--- src/core/bus_pkg.sv ---
// Purpose: Shared types and constants for the local bus cycle engine.
// Assumes: core_clk is the double-rate clock; one bus state is two periods.
// Notes:   Cycle-definition encodings are fixed here and used by the engine.
package bus_pkg;

    // Clock and bus-state timing
    localparam int CLK_PERIOD_NS   = 10;
    localparam int CLKS_PER_STATE  = 2;
    localparam int PHASE_W         = $clog2(CLKS_PER_STATE);

    // Byte-lane masks (active high inside the engine; LANES_OFF_N is the active-low all-off pin value)
    localparam logic [3:0] LANES_LOW   = 4'h3;
    localparam logic [3:0] LANES_UPPER = 4'hc;
    localparam logic [3:0] LANES_OFF_N = 4'hf;

    // Operand masks per size, before shifting by the byte offset
    localparam logic [3:0] MASK_BYTE  = 4'h1;
    localparam logic [3:0] MASK_WORD  = 4'h3;
    localparam logic [3:0] MASK_DWORD = 4'hf;

    // Definition encodings {mem_io_sel, data_not_control, write_not_read}
    localparam logic [2:0] DEF_INT_ACK = 3'h0;
    localparam logic [2:0] DEF_IO_RD   = 3'h2;
    localparam logic [2:0] DEF_IO_WR   = 3'h3;
    localparam logic [2:0] DEF_HALT    = 3'h5;
    localparam logic [2:0] DEF_MEM_RD  = 3'h6;
    localparam logic [2:0] DEF_MEM_WR  = 3'h7;

    typedef enum logic [2:0] {
        k_mem_rd, k_mem_rd_lock, k_mem_wr, k_mem_wr_lock,
        k_io_rd, k_io_wr, k_int_ack, k_halt
    } cycle_kind_t;

    typedef enum logic [1:0] {
        sz_byte  = 2'h0,
        sz_word  = 2'h1,
        sz_dword = 2'h2
    } op_size_t;

    typedef enum logic [3:0] {
        st_idle = 4'b0001,
        st_addr = 4'b0010,
        st_data = 4'b0100,
        st_hold = 4'b1000
    } bus_state_t;

endpackage : bus_pkg

--- src/core/bus_state_timer.sv ---
// Purpose: Marks the last double-rate clock of each bus state.
// Assumes: Free-running count; bus states begin right after reset.
// Notes:   Frozen while ce is low, like the rest of the engine.
`timescale 1ns/1ps
module bus_state_timer
    import bus_pkg::*;
(
    input  wire logic core_clk,
    input  wire logic rst,
    input  wire logic ce,
    output logic      state_end
);
    logic [PHASE_W-1:0] phase;
    logic [PHASE_W-1:0] next_phase;

    // Wrap at the last clock of a bus state
    always_comb begin
        state_end  = (phase == PHASE_W'(CLKS_PER_STATE - 1));
        next_phase = state_end ? '0 : phase + PHASE_W'(1);
    end

    always_ff @(posedge core_clk or posedge rst) begin
        if (rst) begin
            phase <= '0;
        end else if (ce) begin
            phase <= next_phase;
        end
    end
endmodule : bus_state_timer

--- src/core/cpu_bus_cycle_and_halfwidth_adapter.sv ---
// Purpose: Local bus cycle engine with dynamic 32/16-bit port sizing.
// Assumes: Inputs are synchronous to core_clk; requests hold until taken.
// Notes:   No address pipelining; one request is in flight at a time.
// Function
// Separate 32-bit two-way data bus.
// 30 dword address lines plus four lane selects.
// Three definition signals with address each cycle.
// Address strobe marks each new cycle definition.
// Eight bus cycle types supported.
// Partner reports port width; all types both widths.
// Idle after termination with no new strobe.
// Hold state shown on hold granted output.
// Bus state is two double-rate clocks.
// Minimum cycle is address then data state.
// Cycle stays open until acknowledge sampled.
// Negated acknowledge repeats the data state.
// Adapter drives word address bit from lanes; the engine has no such output, bus_target_model decodes a1 from the lanes.
// Adapter derives upper and lower byte enables; the engine has no such outputs, bus_target_model decodes en from the lanes.
// 32-bit port splits misaligned, high part first.
// 16-bit port splits low-order first, up to three.
// Any address reachable in two states.
// Half-width select matters only with upper lanes.
// Second half cycle uses lower half, lanes 0-1 off.
// Acknowledge sampled at data state end; read latched.
// Reset leaves bus idle with strobe negated.
`timescale 1ns/1ps
module cpu_bus_cycle_and_halfwidth_adapter
    import bus_pkg::*;
(
    input  wire logic          core_clk,
    input  wire logic          rst,
    input  wire logic          ce,
    input  wire logic          req_valid,
    input  wire bus_pkg::cycle_kind_t req_kind,
    input  wire bus_pkg::op_size_t    req_size,
    input  wire logic [31:0]   req_addr,
    input  wire logic [31:0]   req_wdata,
    output logic               req_taken,
    output logic               done,
    output logic [31:0]        rdata,
    input  wire logic          hold_req,
    output logic               hold_granted,
    output logic [29:0]        dword_address_lines,
    output logic [3:0]         byte_lane_selects_n,
    output logic               mem_io_sel,
    output logic               data_not_control,
    output logic               write_not_read,
    output logic               bus_lock_n,
    output logic               address_strobe_out_n,
    output logic [31:0]        data_out,
    output logic               data_oe,
    input  wire logic [31:0]   data_in,
    input  wire logic          cycle_ack_n,
    input  wire logic          half_width_port_select_n
);
    import bus_pkg::*;

    bus_state_t  state, next_state;
    cycle_kind_t kind, next_kind;
    logic [29:0] base, next_base;
    logic [1:0]  offset, next_offset;
    logic        piece, next_piece;
    logic        half, next_half;
    logic        two, next_two;
    logic [3:0]  mask, next_mask;
    logic [3:0]  mask2, next_mask2;
    logic [63:0] wbuf, next_wbuf;
    logic [63:0] rbuf, next_rbuf;
    logic        state_end;
    logic        sp_two;
    logic [3:0]  sp_first, sp_second;
    logic        load, half16, split_need, high_piece;
    logic [2:0]  def;
    logic [31:0] wword;
    logic [31:0] next_rdata, next_data_out;
    logic [29:0] next_dword;
    logic [3:0]  next_lanes_n;
    logic        next_taken, next_done, next_strobe_n, next_oe, next_lock_n;
    logic        next_mio, next_dc, next_wr, next_hold;

    bus_state_timer u_timer (
        .core_clk  (core_clk),
        .rst       (rst),
        .ce        (ce),
        .state_end (state_end)
    );

    transfer_splitter u_split (
        .offset      (req_addr[1:0]),
        .size        (req_size),
        .two_pieces  (sp_two),
        .first_mask  (sp_first),
        .second_mask (sp_second)
    );

    // Width select only counts when upper lanes take part
    assign half16     = !half_width_port_select_n && (mask[2] || mask[3]);
    assign split_need = (mask[0] || mask[1]) && (mask[2] || mask[3]);
    assign high_piece = two && !piece;

    // Map the cycle type onto the three definition signals
    always_comb begin
        case (kind)
            k_mem_rd, k_mem_rd_lock: def = DEF_MEM_RD;
            k_mem_wr, k_mem_wr_lock: def = DEF_MEM_WR;
            k_io_rd:                 def = DEF_IO_RD;
            k_io_wr:                 def = DEF_IO_WR;
            k_int_ack:               def = DEF_INT_ACK;
            default:                 def = DEF_HALT;
        endcase
    end

    // Bus sequencing: every transition waits for the end of a bus state
    always_comb begin
        next_state  = state;
        next_kind   = kind;
        next_base   = base;
        next_offset = offset;
        next_piece  = piece;
        next_half   = half;
        next_two    = two;
        next_mask   = mask;
        next_mask2  = mask2;
        next_wbuf   = wbuf;
        next_rbuf   = rbuf;
        next_rdata  = rdata;
        next_taken  = 1'b0;
        next_done   = 1'b0;
        load        = 1'b0;
        if (state_end) begin
            case (state)
                st_idle: begin
                    if (hold_req) begin
                        next_state = st_hold;
                    end else if (req_valid) begin
                        load = 1'b1;
                    end
                end
                st_hold: begin
                    if (!hold_req) begin
                        next_state = st_idle;
                    end
                end
                st_addr: begin
                    next_state = st_data;
                end
                st_data: begin
                    // No ack: stay in the data state, which adds a wait state
                    if (!cycle_ack_n) begin
                        for (int k = 0; k < 4; k++) begin
                            if (mask[k] && !(half16 && split_need && k >= 2)) begin
                                next_rbuf[(high_piece ? k + 4 : k) * 8 +: 8] =
                                    (half16 && k >= 2) ? data_in[(k - 2) * 8 +: 8]
                                                       : data_in[k * 8 +: 8];
                            end
                        end
                        if (half16 && split_need && !half) begin
                            next_half  = 1'b1;
                            next_mask  = mask & LANES_UPPER;
                            next_state = st_addr;
                        end else if (high_piece) begin
                            next_piece = 1'b1;
                            next_half  = 1'b0;
                            next_mask  = mask2;
                            next_state = st_addr;
                        end else begin
                            next_done  = 1'b1;
                            next_rdata = 32'(next_rbuf >> {offset, 3'h0});
                            next_state = st_idle;
                            if (hold_req) begin
                                next_state = st_hold;
                            end else if (req_valid) begin
                                load = 1'b1;
                            end
                        end
                    end
                end
                default: begin
                    next_state = st_idle;
                end
            endcase
        end
        if (load) begin
            next_state  = st_addr;
            next_taken  = 1'b1;
            next_kind   = req_kind;
            next_base   = req_addr[31:2];
            next_offset = req_addr[1:0];
            next_piece  = 1'b0;
            next_half   = 1'b0;
            next_two    = sp_two;
            next_mask   = sp_first;
            next_mask2  = sp_second;
            next_wbuf   = {32'h0, req_wdata} << {req_addr[1:0], 3'h0};
            next_rbuf   = '0;
        end
    end

    // Pin values for the coming bus state, registered below
    always_comb begin
        next_strobe_n = (next_state != st_addr);
        next_hold     = (next_state == st_hold);
        next_dword    = next_base + 30'((next_two && !next_piece) ? 1 : 0);
        next_lanes_n  = byte_lane_selects_n;
        next_mio      = mem_io_sel;
        next_dc       = data_not_control;
        next_wr       = write_not_read;
        if (next_state == st_addr) begin
            next_lanes_n = ~next_mask;
            next_mio     = def[2];
            next_dc      = def[1];
            next_wr      = def[0];
            if (load) begin
                next_dword = next_base + 30'(next_two ? 1 : 0);
            end
        end else if (next_state != st_data) begin
            next_lanes_n = LANES_OFF_N;
        end
        if (load) begin
            case (req_kind)
                k_mem_rd, k_mem_rd_lock: {next_mio, next_dc, next_wr} = DEF_MEM_RD;
                k_mem_wr, k_mem_wr_lock: {next_mio, next_dc, next_wr} = DEF_MEM_WR;
                k_io_rd:   {next_mio, next_dc, next_wr} = DEF_IO_RD;
                k_io_wr:   {next_mio, next_dc, next_wr} = DEF_IO_WR;
                k_int_ack: {next_mio, next_dc, next_wr} = DEF_INT_ACK;
                default:   {next_mio, next_dc, next_wr} = DEF_HALT;
            endcase
        end
        next_lock_n = !((next_kind == k_mem_rd_lock || next_kind == k_mem_wr_lock)
                        && (next_state == st_addr || next_state == st_data));
        // Upper-only lanes also ride the low half, so 16-bit ports need no action
        wword         = (next_two && !next_piece) ? next_wbuf[63:32] : next_wbuf[31:0];
        next_data_out = (next_mask[1:0] == 2'h0) ? {wword[31:16], wword[31:16]}
                                                 : wword;
        next_oe       = next_wr && (next_state == st_addr || next_state == st_data);
    end

    // Everything freezes while ce is low
    always_ff @(posedge core_clk or posedge rst) begin
        if (rst) begin
            state                <= st_idle;
            kind                 <= k_mem_rd;
            base                 <= '0;
            offset               <= '0;
            piece                <= 1'b0;
            half                 <= 1'b0;
            two                  <= 1'b0;
            mask                 <= '0;
            mask2                <= '0;
            wbuf                 <= '0;
            rbuf                 <= '0;
            rdata                <= '0;
            req_taken            <= 1'b0;
            done                 <= 1'b0;
            hold_granted         <= 1'b0;
            dword_address_lines  <= '0;
            byte_lane_selects_n  <= LANES_OFF_N;
            mem_io_sel           <= 1'b0;
            data_not_control     <= 1'b0;
            write_not_read       <= 1'b0;
            bus_lock_n           <= 1'b1;
            address_strobe_out_n <= 1'b1;
            data_out             <= '0;
            data_oe              <= 1'b0;
        end else if (ce) begin
            state                <= next_state;
            kind                 <= next_kind;
            base                 <= next_base;
            offset               <= next_offset;
            piece                <= next_piece;
            half                 <= next_half;
            two                  <= next_two;
            mask                 <= next_mask;
            mask2                <= next_mask2;
            wbuf                 <= next_wbuf;
            rbuf                 <= next_rbuf;
            rdata                <= next_rdata;
            req_taken            <= next_taken;
            done                 <= next_done;
            hold_granted         <= next_hold;
            dword_address_lines  <= next_dword;
            byte_lane_selects_n  <= next_lanes_n;
            mem_io_sel           <= next_mio;
            data_not_control     <= next_dc;
            write_not_read       <= next_wr;
            bus_lock_n           <= next_lock_n;
            address_strobe_out_n <= next_strobe_n;
            data_out             <= next_data_out;
            data_oe              <= next_oe;
        end
    end
endmodule : cpu_bus_cycle_and_halfwidth_adapter

--- src/core/transfer_splitter.sv ---
// Purpose: Splits an operand into one or two dword-aligned pieces.
// Assumes: Size is byte, word or dword; offset is the low address bits.
// Notes:   Pure logic; the high-order piece is always issued first.
`timescale 1ns/1ps
module transfer_splitter
    import bus_pkg::*;
(
    input  wire logic [1:0] offset,
    input  wire op_size_t   size,
    output logic            two_pieces,
    output logic [3:0]      first_mask,
    output logic [3:0]      second_mask
);
    logic [3:0] base;
    logic [7:0] span;

    // Lanes of the operand across this dword and the next one
    always_comb begin
        case (size)
            sz_byte:  base = MASK_BYTE;
            sz_word:  base = MASK_WORD;
            default:  base = MASK_DWORD;
        endcase
        span        = {4'h0, base} << offset;
        two_pieces  = |span[7:4];
        first_mask  = two_pieces ? span[7:4] : span[3:0];
        second_mask = span[3:0];
    end
endmodule : transfer_splitter

--- config.mk ---
export PLATFORM = sky130hd
export DESIGN_NAME = cpu_bus_cycle_and_halfwidth_adapter
export DESIGN_NICKNAME = d
export VERILOG_FILES = /design/src/core/bus_pkg.sv /design/src/core/bus_state_timer.sv /design/src/core/cpu_bus_cycle_and_halfwidth_adapter.sv /design/src/core/transfer_splitter.sv
export SDC_FILE = /design/constraint.sdc
export NUM_CORES = 1
export LEC_CHECK = 0
export BUFFER_PORTS_ARGS = -buffer_cell sky130_fd_sc_hd__buf_4
export CAP_MARGIN = 20
export CORE_ASPECT_RATIO = 0.9
export CORE_MARGIN = 2
export CORE_UTILIZATION = 53
export DETAILED_ROUTE_END_ITERATION = 7
export PLACE_DENSITY_LB_ADDON = 0.3
export SLEW_MARGIN = 20
export SYNTH_ARGS = -nofsm -noshare
export SYNTH_HDL_FRONTEND = slang
export SYNTH_SLANG_ARGS = --single-unit
--- constraint.sdc ---
create_clock -name core_clk -period 7.65 [get_ports core_clk]
set_clock_uncertainty 0.15 [all_clocks]
set_input_delay 0.3825 -clock core_clk [delete_from_list [all_inputs] [get_ports core_clk]]
set_output_delay 0.3825 -clock core_clk [all_outputs]
set_load 0.03 [all_outputs]
==> results of run 1 <==
## per-layer routing
metal / share of wire / up-vias
met3: 0.077 / 99
li1: - / 6745
met5: 0 / -
met4: 0.029 / 0
met2: 0.45 / 669
met1: 0.44 / 7057
## per-stage QoR
stage	utilization	instances	power [mW]	cell area (sq um)
floorplan	-	1801	4.521	15650
global placement	0.6003	2304	5.492	17420
detailed placement	0.6003	2304	5.572	17420
CTS	0.6570	2425	7.085	19060
global route	0.6581	2426	7.519	19090
finish	0.6581	2426	7.103	19090
## worst min-delay path: stages
cell	delay, ns
buf_4	0.13
nand2_1	0.07
o21ai_0	0.09
## cell usage after synthesis, types with 3 or more instances
library cell	instances	area, sq um
a21o_1	7	52.55
a22oi_1	10	75.07
ha_1	5	62.56
a221oi_1	9	78.83
nor2_1	138	518.0
o21a_1	4	30.03
o21ai_0	139	695.7
nor3_1	22	110.1
a22o_1	26	227.7
dfstp_2	7	183.9
nand2b_1	14	87.58
or2_2	3	18.77
mux2_2	44	495.5
o21bai_1	3	22.52
nand2_1	385	1445
nand4_1	15	93.84
clkbuf_1	93	349.1
xor2_1	19	166.4
o2111ai_1	5	43.79
inv_1	31	116.4
buf_1	11	41.29
o31ai_1	12	90.09
a31oi_1	14	87.58
nand3_1	61	305.3
nor2b_1	21	131.4
and3_1	20	125.1
o221ai_1	17	148.9
dfrtp_1	271	6782
a21oi_1	110	550.5
o22ai_1	3	18.77
nor4_1	8	50.05
o211ai_1	5	37.54
xnor2_1	20	175.2
or3_1	8	50.05
a211oi_1	38	285.3
mux2i_1	138	1381
buf_2	17	85.08
and2_1	6	37.54
## where the power goes
group	switching, mW	total (mW)	internal (mW)
Clock	0.613	1.46	0.852
Sequential	0.456	2.49	2.03
Combinational	1.96	3.15	1.18
## cells by family after synthesis
| kind of cell | synth area share |
|---|---|
| flip-flops | 0.4453 |
| AO/OA/AOI/OAI | 0.1709 |
| AND/OR/NAND/NOR | 0.1982 |
| XOR/XNOR | 0.02184 |
| multiplexers | 0.1200 |
| adder cells (fa/ha/maj) | 0.004000 |
| buffers and inverters | 0.03976 |
## registers in the layout, summed over array words and instances (netlist names), 2 cells and up
register,flops
byte_lane_selects_n,4
dword_address_lines,30
mask2,4
rbuf,56
offset,2
mask,4
state,4
base,30
rdata,32
wbuf,64
kind,3
data_out,32
## how the worst max path moves through the flow
stage,to,cells past startpoint
after global routing,dword_address_lines[25],16
after global placement,dword_address_lines[25],17
after floorplan,base[0],1
after CTS,dword_address_lines[20],13
after detailed placement,dword_address_lines[25],17
final,dword_address_lines[25],16
## layout make-up
class | instances | area, sq um | share of cell area
sequential | 278 | 6967 | 0.3649
tap | 396 | 495.5 | 0.02595
clock buffer | 43 | 860.8 | 0.04509
inverter | 32 | 123.9 | 0.006488
multi-input combinational | 1367 | 8092 | 0.4238
clock inverter | 13 | 132.6 | 0.006947
timing repair buffer | 297 | 2421 | 0.1268
==> results.ini, run 1 <==
[synthesis]
synth_edf_count=0
ys.warnings.count=0
synthArstFlopShare=1.000
synthDistinctLibCells=71
yosysSeqAreaShare=0.4453
synth_area_per_cell_sq_um=8.685
synth_top_flop_cell=dfrtp_1
syn_nets=1914
netlist_area_sq_um=15640
syn_inst=1801
ys_ff_latch=278

[pwr]
pwr_density_cell_nw_per_um2=372.0
ir_worst_vdd_mv=0.2052
leakage_nw=8.902

[floorplan]
rows=59
dieArea_sq_um=30900
initial_utilization=0.5391
die_y_um=167.0
core_area_sq_um=29010
dieWidth_um=185.1
ios=215

[clocking]
post_cts_buffers=0
cts_buffers=31
cts-root-buf=clkbuf_16
cts_sinks=278
path_clk_slew_ns=0.06
h-tree-depth=1
tritoncts=built
cts_resized=0
postCtsHoldBufs=65
clock_latency_ns=0.56
cts.path.max_buffers=3

[cells_and_area]
antennaDiodeCount=0
final_common_cell=nand2_1
layout-drive-gt1-share=0.1744
layout_common_cells=nand2_1, dfrtp_1, buf_4
fillers=2408
syn2layout_area_growth_pct=22.06
fin_nets=2120

[sta]
timing.setup.tns_ns=0
period_needed_ns=4.534
maxSlewHeadroom=0.2412
hold_ws_ns=0.02359
setup_ws_ns=3.116
grt_setup_unrepaired=false
max_freq_ghz=0.2205
drv_slew=0
setup_viol=0
fin_crit_sh=0.5927
hold_violations=0
worst_pin_slew_ns=1.131

[global_route]
antenna_found_initial=0
grt.overflow.total=0
first_global_vias=13880
grt_usage=0.3141
grt_first_pass_wirelength_um=76960
grt_use_met3=0.04570
use_met2=0.4787
gr-usage-met1=0.4659
grt_max_degree=165
grt.busiest_layer=met2

[min_path]
hold_depth=3
min_path_type=in2reg
holdPathEnd=wbuf[51]
hold_start=req_wdata[27]

[worst_setup_path]
worstPathRequired_ns=7.94
cp_common_cell=nand2_1
cp_cell_sequence=o21bai_4 -> o31ai_2 -> o21ai_2 -> nand2_2 -> buf_4 -> nand2_1 -> nand2_1 -> ha_1 -> nand3_1 -> nor2_1 -> and3_1 -> nand4_1 -> a22oi_1 -> nand2_1 -> xor2_1 -> mux2_2
reg2reg_to=dword_address_lines[25]
worst_ep_arrival_time_ns=4.83
critPathKind=reg2reg
cp-start-kind=flip-flop
reg2reg_slack_ns=3.12
critPathMaxFanout=54
critPathMaxStageDelay_ns=0.53
cpMaxStageDelayCell=buf_4
timing.rr.start=mask[2]
endpoint_kind=flip-flop
crit_start=mask[2]
cpLargestDelayFamily=compound AO/OA/AOI/OAI gates
r2r_cells=16
path_buf_inv=1

[routing]
wire_per_inst_um=20.09
drt_iter0_markers=1332
drc_errors=0
antenna_left=0
first_pass_iters=6
vias_per_cell=6.006
drt-total-wl_um=48740
vias=14570

[place]
portBuffers=214
dp.final_hpwl_um=33350
pre_cts_ws_ns=2.852
place.gp.congestion=0.9397

[outcome]
status=finished clean

[job]
drv_cap=0

No activity file was read; power rests on OpenSTA's default activity.
==> inputs of run 2 (changes only) <==
--- a/config.mk
+++ b/config.mk
@@ -5,6 +5,7 @@
 export SDC_FILE = /design/constraint.sdc
 export NUM_CORES = 1
 export LEC_CHECK = 0
+export ABC_AREA = 1
 export BUFFER_PORTS_ARGS = -buffer_cell sky130_fd_sc_hd__buf_4
 export CAP_MARGIN = 20
 export CORE_ASPECT_RATIO = 0.9
==> constraint.sdc (replaced) <==
create_clock -name core_clk -period 3.9 [get_ports core_clk]
set_clock_uncertainty 0.15 [all_clocks]
set_input_delay 0.195 -clock core_clk [delete_from_list [all_inputs] [get_ports core_clk]]
set_output_delay 0.195 -clock core_clk [all_outputs]
set_load 0.03 [all_outputs]
==> run 2 against run 1 <==
Effect of this change: worst setup slack worse by 2.7 ns; cell area increased by 4.1%; count of clock-buffer cells in the layout up 3; highest routed layer unchanged; critical path depth up 2; clock power is 94% higher; core utilization grew 0.18 points; fmax rose by 31%; combinational power up 120%.
==> results.ini, run 2 <==
[global_route]
antenna_found_initial=0
grt_first_pass_wirelength_um=80700
grt_usage=0.3152
first_global_vias=15053
grt.overflow.total=0
grt_max_degree=117

[synthesis]
syn_nets=2387
synth_area_per_cell_sq_um=7.168
ys_ff_latch=278
netlist_area_sq_um=16300
yosysMostFrequentCell=nand2_1
yosysTopAreaCell=dfrtp_1
syn_inst=2274
synthArstFlopShare=1.000
ys.warnings.count=0
synth_top_area_share=0.4160
synthDistinctLibCells=47
synthTopCellsByCount=nand2_1, o21ai_0, dfrtp_1
yosysSeqAreaShare=0.4273
synth_edf_count=0
ys_top_cells_by_area=dfrtp_1, nand2_1, o21ai_0
synth_top_flop_cell=dfrtp_1

[min_path]
min_path_type=in2reg
hold_depth=5
holdPathEnd=base[11]
hold_start=req_addr[13]

[routing]
vias_per_cell=5.635
vias=16459
antenna_left=0
drt_iter0_markers=1771
wire_per_inst_um=17.52
first_pass_iters=6
drt-total-wl_um=51180
drc_errors=0

[worst_setup_path]
reg2reg_slack_ns=0.45
cpMaxStageDelayCell=dfstp_2
crit_start=state[0]
critPathMaxFanout=45
critPathMaxStageDelay_ns=0.57
cp-start-kind=flip-flop
cp_cell_sequence=nor2_2 -> nand2_2 -> nor2_4 -> nand3_4 -> nand2_8 -> nand2_8 -> buf_4 -> nand2_1 -> nand2_1 -> nand2_1 -> nor2_4 -> nand2_1 -> nor2_1 -> nand2_1 -> nand2_1 -> nand2_1 -> nand3_1 -> nand3_1
reg2reg_to=dword_address_lines[27]
worstPathRequired_ns=4.20
cp_common_cell=nand2_1
endpoint_kind=flip-flop
timing.rr.start=state[0]
worst_ep_arrival_time_ns=3.75
r2r_cells=18
critPathKind=reg2reg

[pwr]
ir_worst_vdd_mv=0.5080
leakage_nw=9.486
pwr_density_cell_nw_per_um2=732.6

[cells_and_area]
layout-drive-gt1-share=0.1494
syn2layout_area_growth_pct=21.88
largest_register_ffs=64
layout_common_cells=nand2_1, o21ai_0, dfrtp_1
finish.utilization=0.6599
top_register=wbuf
reg_top3=wbuf (64), rbuf (56)
final_common_cell=nand2_1
fin_nets=2608

[outcome]
status=finished clean

[sta]
maxSlewHeadroom=0.3255
hold_violations=0
drv_slew=0
grt_setup_unrepaired=false
worst_pin_slew_ns=1.009
fin_crit_sh=0.8857
hold_ws_ns=0.02061
period_needed_ns=3.454
max_freq_ghz=0.2895
setup_viol=0

[clocking]
post_cts_buffers=0
h-tree-depth=1
clock_latency_ns=0.57
path_clk_slew_ns=0.06
cts_resized=0
cts.path.max_buffers=3
cts-root-buf=clkbuf_16
cts_buffers=30
cts_sinks=278
tritoncts=built

[floorplan]
core_area_sq_um=30100
initial_utilization=0.5415
rows=60
dieArea_sq_um=32180
die_y_um=170.4
ios=215
dieWidth_um=188.9

[place]
dp.final_hpwl_um=34490
place.gp.congestion=0.9442
portBuffers=214

[job]
drv_cap=0

==> run 2: kinds of logic after synthesis <==
logic type / share of synthesized area
AO/OA/AOI/OAI: 0.1766
XOR/XNOR: 0.002686
adder cells (fa/ha/maj): 0.003838
buffers and inverters: 0.09265
flip-flops: 0.4273
multiplexers: 0.009211
AND/OR/NAND/NOR: 0.2877
==> run 2: how the worst max path moves through the flow <==
| stage | depth (start not counted) | slack [ns] | to |
|---|---|---|---|
| global placement | 18 | 0.62 | dword_address_lines[23] |
| CTS | 18 | 0.53 | dword_address_lines[27] |
| global route | 18 | 0.24 | dword_address_lines[23] |
| detailed placement | 18 | 0.54 | dword_address_lines[23] |
| floorplan | 1 | -0.12 | base[0] |
| finish | 18 | 0.45 | dword_address_lines[27] |
==> run 2: routing by layer <==
metal / vias up / GRT usage / share of wire
met2: 746 / 0.4827 / 0.44
met4: 0 / 0.07779 / 0.024
met5: - / 0 / 0
met1: 7738 / 0.4601 / 0.44
li1: 7892 / - / -
met3: 83 / 0.06228 / 0.095
==> run 2: critical path: cells and delay by family, from the launching register on <==
| kind | cells | cell delay [ns] |
|---|---|---|
| buffers and inverters | 1 | 0.36 |
| flip-flops | 1 | 0.57 |
| AND/OR/NAND/NOR | 17 | 2.22 |
==> run 2: repair_timing <==
item / 4_1_cts / 5_1_grt
hold buffers: 78 / 0
endpoints found under the setup margin: 0 / 0
hold endpoints to repair: 386 / 0
==> run 2: final cells by class <==
cell class / count / area, sq um
sequential: 278 / 6965
clock inverter: 8 / 108.9
timing repair buffer: 323 / 2683
tap: 403 / 504.2
inverter: 242 / 914.6
clock buffer: 46 / 850.8
fill: 2545 / 10240
antenna: 1 / 2.502
multi-input combinational: 1620 / 7838
==> run 2: per-stage QoR <==
| stage | TNS (ns) | area, sq um | power (mW) | cells | worst slack [ns] |
|---|---|---|---|---|---|
| floorplan | -32.15 | 16300 | 9.288 | 2274 | -0.1186 |
| global placement | 0 | 18120 | 11.40 | 2788 | 0.6230 |
| detailed placement | 0 | 18120 | 11.56 | 2788 | 0.5429 |
| CTS | 0 | 19860 | 14.49 | 2920 | 0.5268 |
| global route | 0 | 19860 | 15.51 | 2920 | 0.2420 |
| finish | 0 | 19870 | 14.55 | 2921 | 0.4458 |
==> run 2: where the power goes <==
| group | leakage [nW] | switching, mW | total (mW) | internal, mW |
|---|---|---|---|---|
| combinational | 5.55 | 4.76 | 7.03 | 2.27 |
| sequential | 3.48 | 0.642 | 4.69 | 4.05 |
| clock | 0.456 | 1.20 | 2.83 | 1.63 |
| total | 9.49 | 6.60 | 14.6 | 7.95 |
==> inputs of run 3 (changes only) <==
--- a/config.mk
+++ b/config.mk
@@ -12,7 +12,8 @@
 export CORE_MARGIN = 2
 export CORE_UTILIZATION = 53
 export DETAILED_ROUTE_END_ITERATION = 7
-export PLACE_DENSITY_LB_ADDON = 0.3
+export PLACE_DENSITY = 0.87
+export REMOVE_ABC_BUFFERS = 1
 export SLEW_MARGIN = 20
 export SYNTH_ARGS = -nofsm -noshare
 export SYNTH_HDL_FRONTEND = slang
==> run 3 against run 2 <==
Effect of this change: clock power down 1%; via count increased by 2.2%; critical path type unchanged; worst hold slack got worse by 0.010 ns; sequential cell count unchanged; non-clock buffer count increased by 3; critical endpoint is now rbuf[49]; register-to-register slack worse by 0.07 ns.
==> results.ini, run 3 (synthesis gave the netlist of run 2 again) <==
[clocking]
tritoncts=built
cts.path.max_buffers=3
h-tree-depth=1
clock_latency_ns=0.57
cts-root-buf=clkbuf_16
cts_buffers=31
path_clk_slew_ns=0.06
cts_sinks=278

[job]
drv_cap=0

[cells_and_area]
reg_top3=wbuf (64), rbuf (56)
layout-drive-gt1-share=0.1488
finish.utilization=0.6600
layout_common_cells=nand2_1, o21ai_0, dfrtp_1
final_common_cell=nand2_1
largest_register_ffs=64
fin_nets=2612
syn2layout_area_growth_pct=21.88
top_register=wbuf

[floorplan]
dieWidth_um=188.9
initial_utilization=0.5415
core_area_sq_um=30100
die_y_um=170.4
dieArea_sq_um=32180
ios=215
rows=60

[global_route]
grt.overflow.total=0
grt_max_degree=117
grt_usage=0.3076
first_global_vias=16257
grt_first_pass_wirelength_um=80850
antenna_found_initial=2

[worst_setup_path]
path_buf_inv=2
critPathMaxStageDelay_ns=0.60
critPathMaxFanout=53
worstPathRequired_ns=4.22
worst_ep_arrival_time_ns=3.84
cpLargestDelayFamily=simple AND/OR/NAND/NOR gates
cpMaxStageDelayCell=nand2_1
r2r_cells=11
endpoint_kind=flip-flop
critPathKind=reg2reg
crit_start=state[0]
reg2reg_slack_ns=0.37
timing.rr.start=state[0]
cp-start-kind=flip-flop
reg2reg_to=rbuf[49]
cp_cell_sequence=nor2_2 -> nand2_2 -> nor2_4 -> nand3_4 -> nand2_8 -> nand2_8 -> buf_4 -> nor2_4 -> inv_2 -> nand2_1 -> o21ai_0

[sta]
fin_crit_sh=0.9041
setup_viol=0
setup_ws_ns=0.3740
max_freq_ghz=0.2836
maxSlewHeadroom=0.2569
hold_violations=0
drv_slew=0
period_needed_ns=3.526
worst_pin_slew_ns=1.115
timing.setup.tns_ns=0
grt_setup_unrepaired=false

[pwr]
ir_worst_vdd_mv=0.4699
p_comb_frac=0.480
leakage_nw=9.509
pwr_density_cell_nw_per_um2=724.7
p_int_mw=7.887
clkPwrFrac=0.194
p_sw_frac=0.4522
p_switching_mw=6.511
p_seq_frac=0.326

[place]
portBuffers=214
place.gp.congestion=0.9051
dp.final_hpwl_um=31700
pre_cts_ws_ns=0.4744

[min_path]
hold_start=data_in[28]
holdPathEnd=rbuf[28]
hold_depth=5
min_path_type=in2reg

[routing]
vias=16826
drt_iter0_markers=2007
antenna_left=0
drt-total-wl_um=49770
drc_errors=0
first_pass_iters=6
wire_per_inst_um=17.01
vias_per_cell=5.751

[outcome]
status=finished clean

[run 3: cell count changes in the layout (fill, tap and decap cells not counted), moves of 2 or more]
| cell | delta |
|---|---|
| dlygate4sd3_1 | +6 |
| clkinvlp_4 | -4 |
| clkinv_2 | +3 |
| bufinv_16 | -2 |
| clkbuf_8 | +2 |
| inv_6 | +2 |
| buf_12 | -2 |
[run 3: area by class of cell]
class	instances	area [sq um]
Antenna cell	2	5.005
Sequential cell	278	6965
Clock inverter	7	42.54
Tap cell	403	504.2
Inverter	242	918.4
Clock buffer	48	899.6
Timing Repair Buffer	326	2695
Fill cell	2429	10240
Multi-Input combinational cell	1620	7838
[run 3: worst register-to-register path: cells and delay by family, from the launching register on]
kind / cells / cell delay (ns)
buffers and inverters: 2 / 0.82
DFF: 1 / 0.57
and+or+nand+nor: 8 / 1.49
AOI/OAI and AO/OA: 1 / 0.40
[run 3: layer usage]
metal  track usage  up-vias  part of all wire
li1              -     7888                 -
met5             0        -                 0
met3       0.04310      145             0.091
met1        0.4141     7843              0.41
met4        0.1444        0             0.042
met2        0.4939      950              0.46
[run 3: worst max-delay path by stage]
stage / to / depth (start not counted) / slack (ns)
2_1_floorplan: base[0] / 1 / -4.10
3_3_place_gp: rbuf[22] / 12 / 0.59
3_5_place_dp: rbuf[23] / 11 / 0.47
4_1_cts: rbuf[50] / 12 / 0.44
5_1_grt: rbuf[23] / 12 / 0.08
6_report: rbuf[49] / 11 / 0.37
[run 3: repair_timing]
item,4_1_cts,5_1_grt
resized for setup,0,0
endpoints found under the hold margin,223,0
hold buffers,84,0
buffers inserted,0,0
[run 3: power groups by stage]
stage	clock, mW	combinational (mW)	sequential, mW
after detailed placement	0	6.69	4.71
after global routing	2.93	7.58	4.81
final	2.79	6.91	4.70
after global placement	0	6.51	4.66
after floorplan	0	3.50	5.57
after CTS	2.80	6.81	4.67
[run 3: per-stage QoR]
step | hold WS [ns] | total power, mW | cells | instance area [sq um]
2_1_floorplan | 0.1142 | 9.068 | 2140 | 15700
3_3_place_gp | 0.2451 | 11.17 | 2785 | 18080
3_5_place_dp | 0.2609 | 11.39 | 2785 | 18080
4_1_cts | 0.0005269 | 14.29 | 2924 | 19860
5_1_grt | 0.03088 | 15.32 | 2926 | 19870
6_report | 0.01066 | 14.40 | 2926 | 19870
